<file path="config.mk">
export PLATFORM = sky130hd
export DESIGN_NAME = epcs_cmd
export DESIGN_NICKNAME = d
export VERILOG_FILES = /design/src/logic/epcs_mem.v /design/src/logic/epcs_pos.v /design/src/logic/epcs_cmd.v
export VERILOG_INCLUDE_DIRS = /design/src /design/src/logic
export SDC_FILE = /design/constraint.sdc
export NUM_CORES = 2
export LEC_CHECK = 0
export BUFFER_PORTS_ARGS = -buffer_cell sky130_fd_sc_hd__buf_2
export CAP_MARGIN = 10
export CORE_UTILIZATION = 55
export CTS_CLUSTER_DIAMETER = 100
export DETAILED_ROUTE_END_ITERATION = 12
export HOLD_SLACK_MARGIN = 0.12
export PLACE_DENSITY = 0.72
export REMOVE_ABC_BUFFERS = 1
export SLEW_MARGIN = 20
export SYNTH_ARGS = -nofsm -noshare
export SYNTH_HDL_FRONTEND = slang
export SYNTH_SLANG_ARGS = --single-unit
</file>
<file path="constraint.sdc">
create_clock -name ref_clk_in -period 6.16 [get_ports ref_clk_in]
set_input_delay 0.308 -clock ref_clk_in [delete_from_list [all_inputs] [get_ports ref_clk_in]]
set_output_delay 0.308 -clock ref_clk_in [all_outputs]
set_load 0.03 [all_outputs]
</file>
<file path="src/logic/epcs_consts.vh">
// Constants of the encoder parameter-channel command interpreter
`ifndef EPCS_CONSTS_VH
`define EPCS_CONSTS_VH

// Command bytes
`define EPCS_CMD_RD_POS      8'h42
`define EPCS_CMD_SET_POS     8'h43
`define EPCS_CMD_RD_CNT      8'h46
`define EPCS_CMD_INC_CNT     8'h47
`define EPCS_CMD_CLR_CNT     8'h49
`define EPCS_CMD_RD_DATA     8'h4A
`define EPCS_CMD_ST_DATA     8'h4B
`define EPCS_CMD_FLD_STAT    8'h4C
`define EPCS_CMD_MK_FLD      8'h4D
`define EPCS_CMD_FREE_MEM    8'h4E
`define EPCS_CMD_CHG_KEY     8'h4F
`define EPCS_CMD_RD_STAT     8'h50
`define EPCS_CMD_RD_TYPE     8'h52
`define EPCS_CMD_RESET       8'h53
`define EPCS_CMD_SET_ADDR    8'h55
`define EPCS_CMD_RD_SERIAL   8'h56
`define EPCS_CMD_CFG_IF      8'h57

// Status codes
`define EPCS_ST_OK           8'h00
`define EPCS_ST_TABLE        8'h03
`define EPCS_ST_WATCHDOG     8'h07
`define EPCS_ST_CHECKSUM     8'h0A
`define EPCS_ST_UNKNOWN      8'h0B
`define EPCS_ST_COUNT        8'h0C
`define EPCS_ST_ARG          8'h0D
`define EPCS_ST_PROTECT      8'h0E
`define EPCS_ST_KEY          8'h0F
`define EPCS_ST_FIXED        8'h10
`define EPCS_ST_ADDR         8'h11
`define EPCS_ST_NOFIELD      8'h12
`define EPCS_ST_ANALOG       8'h1C
`define EPCS_ST_CURRENT      8'h1D
`define EPCS_ST_SPEED        8'h1F

// Reset values
`define EPCS_KEY_RESET       8'h55
`define EPCS_ADDR_RESET      8'h40
`define EPCS_MODE_RESET      8'hE4

// Error answers carry the command byte with this bit set
`define EPCS_ERR_FLAG        8'h80

// Data field layout: four fields of up to 32 bytes in 128 bytes
`define EPCS_NFIELDS         8'h04
`define EPCS_FLD_MAX         8'h20
`define EPCS_MEM_BYTES       8'h80
`define EPCS_FLD0_SIZE       6'h10

// Frame buffer depth (command byte plus five data bytes)
`define EPCS_RX_DEPTH        3'h6
`define EPCS_RX_OVER         3'h7

`endif

</file>
<file path="src/logic/epcs_mem.v">
// Byte memory holding the data fields, registered read port
`timescale 1ns/1ps
`default_nettype none
module epcs_mem #(
    parameter AW = 7,
    parameter DW = 8
) (
    // Clock and reset
    input  wire          ref_clk_in,
    input  wire          rst_in,
    // Write port
    input  wire          wr_en_in,
    input  wire [AW-1:0] wr_addr_in,
    input  wire [DW-1:0] wr_data_in,
    // Read port
    input  wire [AW-1:0] rd_addr_in,
    output reg  [DW-1:0] rd_data_out
);
    reg [DW-1:0] mem [0:(1<<AW)-1];

    always @(posedge ref_clk_in) begin
        if (wr_en_in) begin
            mem[wr_addr_in] <= wr_data_in;
        end
    end

    always @(posedge ref_clk_in) begin
        if (rst_in) begin
            rd_data_out <= {DW{1'b0}};
        end else begin
            rd_data_out <= mem[rd_addr_in];
        end
    end
endmodule // epcs_mem
`default_nettype wire

</file>
<file path="src/logic/epcs_pos.v">
// Absolute position former with settable offset
`timescale 1ns/1ps
`default_nettype none
module epcs_pos #(
    parameter ST_W = 15,
    parameter MT_W = 12
) (
    // Clock and reset
    input  wire                 ref_clk_in,
    input  wire                 rst_in,
    // Raw position, counting up for clockwise rotation
    input  wire [ST_W-1:0]      singleturn_in,
    input  wire [MT_W-1:0]      multiturn_in,
    // Preset request
    input  wire                 set_in,
    input  wire [ST_W+MT_W-1:0] set_value_in,
    // Formed position
    output reg  [ST_W+MT_W-1:0] pos_out
);
    wire [ST_W+MT_W-1:0] raw;
    reg  [ST_W+MT_W-1:0] offset;

    assign raw = {multiturn_in, singleturn_in};

    // Offset arithmetic wraps modulo the full step count
    always @(posedge ref_clk_in) begin
        if (rst_in) begin
            offset  <= {(ST_W+MT_W){1'b0}};
            pos_out <= {(ST_W+MT_W){1'b0}};
        end else begin
            if (set_in) begin
                offset <= set_value_in - raw;
            end
            pos_out <= raw + offset;
        end
    end
endmodule // epcs_pos
`default_nettype wire

</file>
<file path="src/logic/epcs_cmd.v">
// Parameter-channel command interpreter and status reporter
`timescale 1ns/1ps
`default_nettype none
`include "epcs_consts.vh"
module epcs_cmd #(
    parameter [31:0] SERIAL_NUM = 32'h0000_0001, // Arbitrary value
    parameter [15:0] FW_VERSION = 16'h0001,      // Arbitrary value
    parameter [7:0]  TYPE_CODE  = 8'h01          // Arbitrary value
) (
    // Clock and reset
    input  wire        ref_clk_in,
    input  wire        rst_in,
    // Received frame bytes from the framer
    input  wire [7:0]  rx_byte_in,
    input  wire        rx_valid_in,
    input  wire        rx_end_in,
    input  wire        rx_crc_ok_in,
    // Answer bytes to the framer
    output reg  [7:0]  tx_byte_out,
    output wire        tx_valid_out,
    output wire        tx_last_out,
    input  wire        tx_ready_in,
    // Raw position
    input  wire [14:0] singleturn_in,
    input  wire [11:0] multiturn_in,
    // Monitoring events
    input  wire        overspeed_in,
    input  wire        analog_fault_in,
    input  wire        tx_current_crit_in,
    input  wire        ram_error_in,
    input  wire        table_corrupt_in,
    input  wire        watchdog_reset_in,
    // Configuration and state
    output reg  [7:0]  node_addr_out,
    output reg  [7:0]  iface_mode_out,
    output wire        busy_out
);
    localparam [2:0] S_IDLE = 3'd0;
    localparam [2:0] S_EXEC = 3'd1;
    localparam [2:0] S_MEM  = 3'd2;
    localparam [2:0] S_LOAD = 3'd3;
    localparam [2:0] S_SEND = 3'd4;

    reg  [2:0]  state;
    reg  [7:0]  rxb [0:5];
    reg  [2:0]  rx_cnt;
    reg         crc_ok;
    reg  [7:0]  txb [0:6];
    reg  [2:0]  tx_len;
    reg  [2:0]  tx_idx;
    reg  [7:0]  key;
    reg  [15:0] counter;
    reg  [7:0]  proto_err;
    reg         lat_tab;
    reg         lat_wd;
    reg         lat_spd;
    reg         lat_ana;
    reg         lat_cur;
    reg  [3:0]  f_exist;
    reg  [3:0]  f_prot;
    reg  [3:0]  f_fixed;
    reg  [5:0]  f_size [0:3];
    reg  [7:0]  err;
    reg  [7:0]  status_code;
    reg  [7:0]  used;
    wire [7:0]  cmd;
    wire [3:0]  want_cnt;
    wire [1:0]  fi;
    wire        fld_bad;
    wire        fld_none;
    wire        addr_bad;
    wire        exec_ok;
    wire        clr_stat;
    wire        pos_set;
    wire        mem_we;
    wire [7:0]  mem_rd;
    wire [26:0] pos;
    wire [7:0]  avail;
    integer     i;
    integer     j;

    // Expected data byte count per command, bit 3 marks a known command
    function [3:0] epcs_expect;
        input [7:0] c;
        begin
            case (c)
                `EPCS_CMD_RD_POS:    epcs_expect = 4'h8;
                `EPCS_CMD_SET_POS:   epcs_expect = 4'hD;
                `EPCS_CMD_RD_CNT:    epcs_expect = 4'h8;
                `EPCS_CMD_INC_CNT:   epcs_expect = 4'h8;
                `EPCS_CMD_CLR_CNT:   epcs_expect = 4'h8;
                `EPCS_CMD_RD_DATA:   epcs_expect = 4'hA;
                `EPCS_CMD_ST_DATA:   epcs_expect = 4'hB;
                `EPCS_CMD_FLD_STAT:  epcs_expect = 4'h9;
                `EPCS_CMD_MK_FLD:    epcs_expect = 4'hA;
                `EPCS_CMD_FREE_MEM:  epcs_expect = 4'h8;
                `EPCS_CMD_CHG_KEY:   epcs_expect = 4'hA;
                `EPCS_CMD_RD_STAT:   epcs_expect = 4'h8;
                `EPCS_CMD_RD_TYPE:   epcs_expect = 4'h8;
                `EPCS_CMD_RESET:     epcs_expect = 4'h8;
                `EPCS_CMD_SET_ADDR:  epcs_expect = 4'hA;
                `EPCS_CMD_RD_SERIAL: epcs_expect = 4'h8;
                `EPCS_CMD_CFG_IF:    epcs_expect = 4'hA;
                default:             epcs_expect = 4'h0;
            endcase
        end
    endfunction

    assign cmd      = rxb[0];
    assign want_cnt = epcs_expect(cmd);
    assign fi       = rxb[1][1:0];
    assign fld_bad  = (rxb[1] >= `EPCS_NFIELDS);
    assign fld_none = ~f_exist[fi];
    assign addr_bad = (rxb[2] >= {2'b00, f_size[fi]});
    assign exec_ok  = (state == S_EXEC) && (err == `EPCS_ST_OK);
    assign clr_stat = exec_ok && ((cmd == `EPCS_CMD_RD_STAT) || (cmd == `EPCS_CMD_RESET));
    assign pos_set  = exec_ok && (cmd == `EPCS_CMD_SET_POS);
    assign mem_we   = exec_ok && (cmd == `EPCS_CMD_ST_DATA);
    assign avail    = `EPCS_MEM_BYTES - used;

    assign tx_valid_out = (state == S_SEND);
    assign tx_last_out  = (state == S_SEND) && (tx_idx == tx_len - 3'd1);
    assign busy_out     = (state != S_IDLE);

    always @* begin
        used = 8'h00;
        for (j = 0; j < 4; j = j + 1) begin
            used = used + {2'b00, f_size[j]};
        end
    end

    // Reported code: internal faults, then protocol, then monitoring
    always @* begin
        if (lat_tab) begin
            status_code = `EPCS_ST_TABLE;
        end else if (lat_wd) begin
            status_code = `EPCS_ST_WATCHDOG;
        end else if (proto_err != `EPCS_ST_OK) begin
            status_code = proto_err;
        end else if (lat_spd) begin
            status_code = `EPCS_ST_SPEED;
        end else if (lat_ana) begin
            status_code = `EPCS_ST_ANALOG;
        end else if (lat_cur) begin
            status_code = `EPCS_ST_CURRENT;
        end else begin
            status_code = `EPCS_ST_OK;
        end
    end

    // Frame checks in order of precedence
    always @* begin
        err = `EPCS_ST_OK;
        if (!crc_ok) begin
            err = `EPCS_ST_CHECKSUM;
        end else if (!want_cnt[3]) begin
            err = `EPCS_ST_UNKNOWN;
        end else if (rx_cnt != want_cnt[2:0] + 3'd1) begin
            err = `EPCS_ST_COUNT;
        end else begin
            case (cmd)
                `EPCS_CMD_SET_POS: begin
                    if (rxb[1] != key) begin
                        err = `EPCS_ST_KEY;
                    end else if (rxb[2][7:3] != 5'h00) begin
                        err = `EPCS_ST_ARG;
                    end
                end
                `EPCS_CMD_SET_ADDR, `EPCS_CMD_CFG_IF: begin
                    if (rxb[1] != key) begin
                        err = `EPCS_ST_KEY;
                    end
                end
                `EPCS_CMD_CHG_KEY: begin
                    if (rxb[1] != key) begin
                        err = `EPCS_ST_KEY;
                    end
                end
                `EPCS_CMD_RD_DATA, `EPCS_CMD_ST_DATA: begin
                    if (fld_bad) begin
                        err = `EPCS_ST_ARG;
                    end else if (fld_none) begin
                        err = `EPCS_ST_NOFIELD;
                    end else if (cmd == `EPCS_CMD_ST_DATA && f_prot[fi]) begin
                        err = `EPCS_ST_PROTECT;
                    end else if (addr_bad) begin
                        err = `EPCS_ST_ADDR;
                    end
                end
                `EPCS_CMD_FLD_STAT: begin
                    if (fld_bad) begin
                        err = `EPCS_ST_ARG;
                    end
                end
                `EPCS_CMD_MK_FLD: begin
                    if (fld_bad || rxb[2] == 8'h00 || rxb[2] > `EPCS_FLD_MAX) begin
                        err = `EPCS_ST_ARG;
                    end else if (f_exist[fi] && f_fixed[fi]) begin
                        err = `EPCS_ST_FIXED;
                    end
                end
                default: begin
                    err = `EPCS_ST_OK;
                end
            endcase
        end
    end

    always @(posedge ref_clk_in) begin
        if (rst_in) begin
            state          <= S_IDLE;
            rx_cnt         <= 3'd0;
            crc_ok         <= 1'b0;
            tx_len         <= 3'd0;
            tx_idx         <= 3'd0;
            tx_byte_out    <= 8'h00;
            key            <= `EPCS_KEY_RESET;
            node_addr_out  <= `EPCS_ADDR_RESET;
            iface_mode_out <= `EPCS_MODE_RESET;
            counter        <= 16'h0000;
            proto_err      <= `EPCS_ST_OK;
            lat_tab        <= 1'b0;
            lat_wd         <= 1'b0;
            lat_spd        <= 1'b0;
            lat_ana        <= 1'b0;
            lat_cur        <= 1'b0;
            f_exist        <= 4'h1;
            f_prot         <= 4'h1;
            f_fixed        <= 4'h1;
            f_size[0]      <= `EPCS_FLD0_SIZE;
            for (i = 0; i < 7; i = i + 1) begin
                txb[i] <= 8'h00;
            end
            for (i = 0; i < 6; i = i + 1) begin
                rxb[i] <= 8'h00;
            end
            for (i = 1; i < 4; i = i + 1) begin
                f_size[i] <= 6'h00;
            end
        end else begin
            // Sticky fault flags, a new event wins over the clear
            lat_tab <= (lat_tab & ~clr_stat) | table_corrupt_in;
            lat_wd  <= (lat_wd & ~clr_stat) | watchdog_reset_in;
            lat_spd <= (lat_spd & ~clr_stat) | overspeed_in;
            lat_ana <= (lat_ana & ~clr_stat) | analog_fault_in;
            lat_cur <= (lat_cur & ~clr_stat) | tx_current_crit_in | ram_error_in;
            case (state)
                S_IDLE: begin
                    // Bytes are taken only while idle; the host waits for the answer
                    if (rx_valid_in) begin
                        if (rx_cnt < `EPCS_RX_DEPTH) begin
                            rxb[rx_cnt] <= rx_byte_in;
                            rx_cnt      <= rx_cnt + 3'd1;
                        end else begin
                            rx_cnt <= `EPCS_RX_OVER;
                        end
                    end
                    if (rx_end_in) begin
                        crc_ok <= rx_crc_ok_in;
                        if (rx_cnt != 3'd0) begin
                            state <= S_EXEC;
                        end
                    end
                end
                S_EXEC: begin
                    rx_cnt <= 3'd0;
                    txb[0] <= cmd;
                    tx_len <= 3'd1;
                    state  <= S_LOAD;
                    if (err != `EPCS_ST_OK) begin
                        txb[0]    <= cmd | `EPCS_ERR_FLAG;
                        txb[1]    <= err;
                        tx_len    <= 3'd2;
                        proto_err <= err;
                    end else begin
                        case (cmd)
                            `EPCS_CMD_RD_POS: begin
                                txb[1] <= {5'h00, pos[26:24]};
                                txb[2] <= pos[23:16];
                                txb[3] <= pos[15:8];
                                txb[4] <= pos[7:0];
                                tx_len <= 3'd5;
                            end
                            `EPCS_CMD_RD_CNT: begin
                                txb[1] <= counter[15:8];
                                txb[2] <= counter[7:0];
                                tx_len <= 3'd3;
                            end
                            `EPCS_CMD_INC_CNT: begin
                                counter <= counter + 16'h0001;
                            end
                            `EPCS_CMD_CLR_CNT: begin
                                counter <= 16'h0000;
                            end
                            `EPCS_CMD_RD_DATA: begin
                                tx_len <= 3'd2;
                                state  <= S_MEM;
                            end
                            `EPCS_CMD_FLD_STAT: begin
                                txb[1] <= {5'h00, f_exist[fi], f_prot[fi], f_fixed[fi]};
                                txb[2] <= {2'b00, f_size[fi]};
                                tx_len <= 3'd3;
                            end
                            `EPCS_CMD_MK_FLD: begin
                                f_exist[fi] <= 1'b1;
                                f_size[fi]  <= rxb[2][5:0];
                            end
                            `EPCS_CMD_FREE_MEM: begin
                                txb[1] <= avail;
                                tx_len <= 3'd2;
                            end
                            `EPCS_CMD_CHG_KEY: begin
                                key <= rxb[2];
                            end
                            `EPCS_CMD_RD_STAT: begin
                                txb[1] <= status_code;
                                tx_len <= 3'd2;
                                proto_err <= `EPCS_ST_OK;
                            end
                            `EPCS_CMD_RD_TYPE: begin
                                txb[1] <= TYPE_CODE;
                                tx_len <= 3'd2;
                            end
                            `EPCS_CMD_RESET: begin
                                proto_err <= `EPCS_ST_OK;
                            end
                            `EPCS_CMD_SET_ADDR: begin
                                node_addr_out <= rxb[2];
                            end
                            `EPCS_CMD_CFG_IF: begin
                                iface_mode_out <= rxb[2];
                            end
                            `EPCS_CMD_RD_SERIAL: begin
                                txb[1] <= SERIAL_NUM[31:24];
                                txb[2] <= SERIAL_NUM[23:16];
                                txb[3] <= SERIAL_NUM[15:8];
                                txb[4] <= SERIAL_NUM[7:0];
                                txb[5] <= FW_VERSION[15:8];
                                txb[6] <= FW_VERSION[7:0];
                                tx_len <= 3'd7;
                            end
                            default: begin
                                tx_len <= 3'd1;
                            end
                        endcase
                    end
                end
                S_MEM: begin
                    txb[1] <= mem_rd;
                    state  <= S_LOAD;
                end
                S_LOAD: begin
                    tx_byte_out <= txb[0];
                    tx_idx      <= 3'd0;
                    state       <= S_SEND;
                end
                S_SEND: begin
                    if (tx_ready_in) begin
                        if (tx_idx == tx_len - 3'd1) begin
                            state <= S_IDLE;
                        end else begin
                            tx_idx      <= tx_idx + 3'd1;
                            tx_byte_out <= txb[tx_idx + 3'd1];
                        end
                    end
                end
                default: begin
                    state <= S_IDLE;
                end
            endcase
        end
    end

    epcs_pos #(
        .ST_W (15),
        .MT_W (12)
    ) u_pos (
        .ref_clk_in    (ref_clk_in),
        .rst_in        (rst_in),
        .singleturn_in (singleturn_in),
        .multiturn_in  (multiturn_in),
        .set_in        (pos_set),
        .set_value_in  ({rxb[2][2:0], rxb[3], rxb[4], rxb[5]}),
        .pos_out       (pos)
    );

    epcs_mem #(
        .AW (7),
        .DW (8)
    ) u_mem (
        .ref_clk_in  (ref_clk_in),
        .rst_in      (rst_in),
        .wr_en_in    (mem_we),
        .wr_addr_in  ({fi, rxb[2][4:0]}),
        .wr_data_in  (rxb[3]),
        .rd_addr_in  ({fi, rxb[2][4:0]}),
        .rd_data_out (mem_rd)
    );
endmodule // epcs_cmd
`default_nettype wire

</file>
==> metrics.md <==
| Metric | Value |
|---|---|
| Status | `finished clean` |
| WL/cell | `25.5 µm` |
| RSZ-0062 raised after global routing | `false` |
| Syn. warnings | `0` |
| Area contributors post-synth | `edfxtp_1 67%, dfxtp_1 5.4%, a22oi_1 5.3%` |
| Worst Path Required | `6.51 ns` |
| Cells after DPL | `4966` |
| Worst setup SP type | `flip-flop` |
| CTS tree | `done` |
| Total global-route track usage | `28.5%` |
| Clock sink count | `1274` |
| First-pass GRT wire length | `200000 µm` |
| Largest net degree at the start of global routing | `130` |
| Final hold slack | `0.150 ns` |
| Chip height | `307 µm` |
| Post-synth ARST share | `0%` |
| Insertion delay to the later sink of the worst-skew pair | `0.75 ns` |
| Achievable frequency | `191 MHz` |
| Sequential-to-total area share from yosys stat | `71.9%` |
| Clock Power Share | `40.2%` |
| Final Net Count | `4027` |
| Final wirelength | `134000 µm` |
| Horiz. Die Dim | `307 µm` |
| Root buf cell | `clkbuf_16` |
| Num ports | `74` |
| Post-Syn Instances | `3536` |
| Final Cycle Share | `85.0%` |
| Mapped cell area | `51300 µm²` |
| PD cells | `319 nW/µm²` |
| Number of max-cap violations | `0` |
| Ys flop type | `edfxtp_1` |
| N_diodes | `0` |
| Sequential power share | `52.2%` |
| Area growth, synth to finish | `13.9%` |
| Clk buf depth | `3` |
| Final setup skew | `0.0347 ns` |
| Initial core utilization | `55.7%` |
| Crit path kind | `reg -> reg` |
| Clk slew on worst S/H paths | `0.06 ns` |
| Crit-path max FO | `13` |
| Tmin final | `5.24 ns` |
| Synth cell types | `73` |
| Vias | `32900` |
| Fin. max-slew vios | `0` |
| PostCTS Resize Cnt | `0` |
| CTS Buf Count | `130` |
| Sw frac | `23.4%` |
| H-tree depth | `4` |
| P_sw | `4.37 mW` |
| Pre-CTS WS | `1.01 ns` |
| Initial DRC Count | `4263` |
| I/O Buffers | `73` |
| DRC | `0` |
| Final core occ | `63.4%` |
| Worst-Margin Slew | `1.13 ns` |
| # setup viols final | `0` |
| Vias in the first global route | `32100` |
| FF+latch count, synth | `1274` |
| Int Power | `14.3 mW` |
| PnR Total Power | `18.6 mW` |
| Leakage | `19.9 nW` |
| Core Region | `92100 µm²` |
| Commonest non-fill, non-tap cell in the layout | `edfxtp_1` |
| Fin. Hold Viols | `0` |
| Total setup buffers inserted after CTS | `0` |
| Initial antenna violation count | `1` |
| Antenna viol nets, final | `0` |
| GR Overflow Total | `0` |
| Combinational Power Share | `7.7%` |
| Post-route insts no fill | `5233` |
| Slew margin rel. | `23.9%` |
| DRT Pass-1 Iters | `8` |
| Leading cell types in the layout, fill and taps excluded | `1136 x edfxtp_1, 362 x a22oi_1, 292 x nor2_1, 256 x conb_1, 143 x nand2_1` |
| Post-synth top area share | `66.5%` |
| Final worst slack | `0.925 ns` |
| Critical Path AT | `5.59 ns` |
| Half-perimeter wire length after placement | `80300 µm` |
| Ratio of cells with drive above 1 in the final layout | `9.22%` |
| Vias/cell | `6.29` |
| Placer Congestion | `0.938` |
| Die ar. | `94500 µm²` |
| CTS Hold Bufs | `35` |
| Biggest area consumer among synthesized cells | `edfxtp_1` |
| Rows | `111` |
| Synth Area per Inst | `14.5 µm²` |
| Worst ir drop on vdd | `0.000283 V` |
| EDFF count, synth | `1136` |
| Type of the worst min-delay path | `in -> reg` |
| Crit end category | `flip-flop` |
state kept, by name (all words and copies together), names as in the netlist, 3 cells and up:
signal,flops
counter,16
f_exist,4
f_size,24
iface_mode_out,8
key,8
node_addr_out,8
proto_err,5
rx_cnt,3
rxb,48
state,3
tx_byte_out,8
tx_idx,3
tx_len,3
txb,41
u_mem.mem,1024
u_mem.rd_data_out,8
u_pos.offset,27
u_pos.pos_out,27
layer usage:
layer	vias up	part of all wire [%]	global-route usage, %
met1	16200	39	38.3
met4	2	3.9	11.3
li1	14400	-	-
met2	1947	47	45.5
met3	341	10	6.12
met5	-	0.0097	0
Yosys cell counts, drive strengths merged, types with 22 or more instances:
cell	instances
edfxtp	1136
a22oi	362
nor2	293
clkbuf	160
nand2	143
dfxtp	138
a21oi	116
nand4	93
inv	91
a221oi	84
o21ai	84
a22o	80
ha	76
and2	55
buf	54
nand3	52
nor3	51
a31oi	49
xnor2	40
xor2	27
o211ai	26
a211oi	23
and3	23
mux2i	23
nor4	23
a21o	22
stage by stage:
| step | cell area [µm²] | TNS (ns) |
|---|---|---|
| floorplan | 51400 | -4502.42 |
| global placement | 54000 | 0 |
| detailed placement | 54000 | 0 |
| CTS | 58400 | 0 |
| global route | 58400 | 0 |
| finish | 58400 | 0 |
power groups by stage:
stage          Sequential (mW)  Clock, mW  Combinational, mW
5_1_grt                   9.74       7.89               1.55
6_report                  9.72       7.49               1.43
4_1_cts                   9.72       7.55               1.41
3_5_place_dp              9.90          0               1.38
3_3_place_gp              9.90          0               1.37
2_1_floorplan             9.92          0              0.822
layout make-up:
| cell class | instances | area [µm²] |
|---|---|---|
| tap | 1243 | 1560 |
| timing repair buffer | 181 | 1350 |
| sequential | 1274 | 36900 |
| clock inverter | 73 | 583 |
| inverter | 92 | 345 |
| clock buffer | 159 | 3440 |
| fill | 6663 | 33700 |
| multi-input combinational | 2211 | 14300 |
worst max-delay path: stages (launching register included):
cell      delay, ns
edfxtp_1       0.54
nor4b_1        0.68
nand3_1        0.35
o21ai_0        0.34
ha_1           0.30
xnor2_1        0.15
o31ai_1        0.09
a211o_1        0.29
nor4b_4        0.25
buf_4          0.22
nand3_2        0.09
nor4_2         0.16
buf_4          0.23
nand2_1        0.25
buf_4          0.35
nor2_1         0.53
cell families (layout without fill, tap and decap cells):
kind of cell / after synthesis / after routing / synth area share [%]
multiplexers: 42 / 42 / 1.26
AND/OR/NAND/NOR: 816 / 816 / 7.82
other: 1 / 256 / 0.00731
flip-flops: 1274 / 1274 / 71.9
XOR/XNOR: 67 / 67 / 1.14
AO/OA/AOI/OAI: 940 / 940 / 13.2
adder cells (fa/ha/maj): 90 / 90 / 2.40
buffers and inverters: 306 / 505 / 2.24
worst paths after layout:
| path | from | endpoint | slack [ns] | cells past startpoint |
|---|---|---|---|---|
| hold reg to reg | f_exist[1] | f_exist[1] | 0.46 | 1 |
| hold / removal | multiturn_in[5] | u_pos.pos_out[20] | 0.15 | 4 |
| setup reg to reg | rxb[0][4] | u_mem.mem[52][3] | 0.92 | 15 |
| setup / recovery | rxb[0][4] | u_mem.mem[52][3] | 0.92 | 15 |
Power figures use the tool's default switching activity.
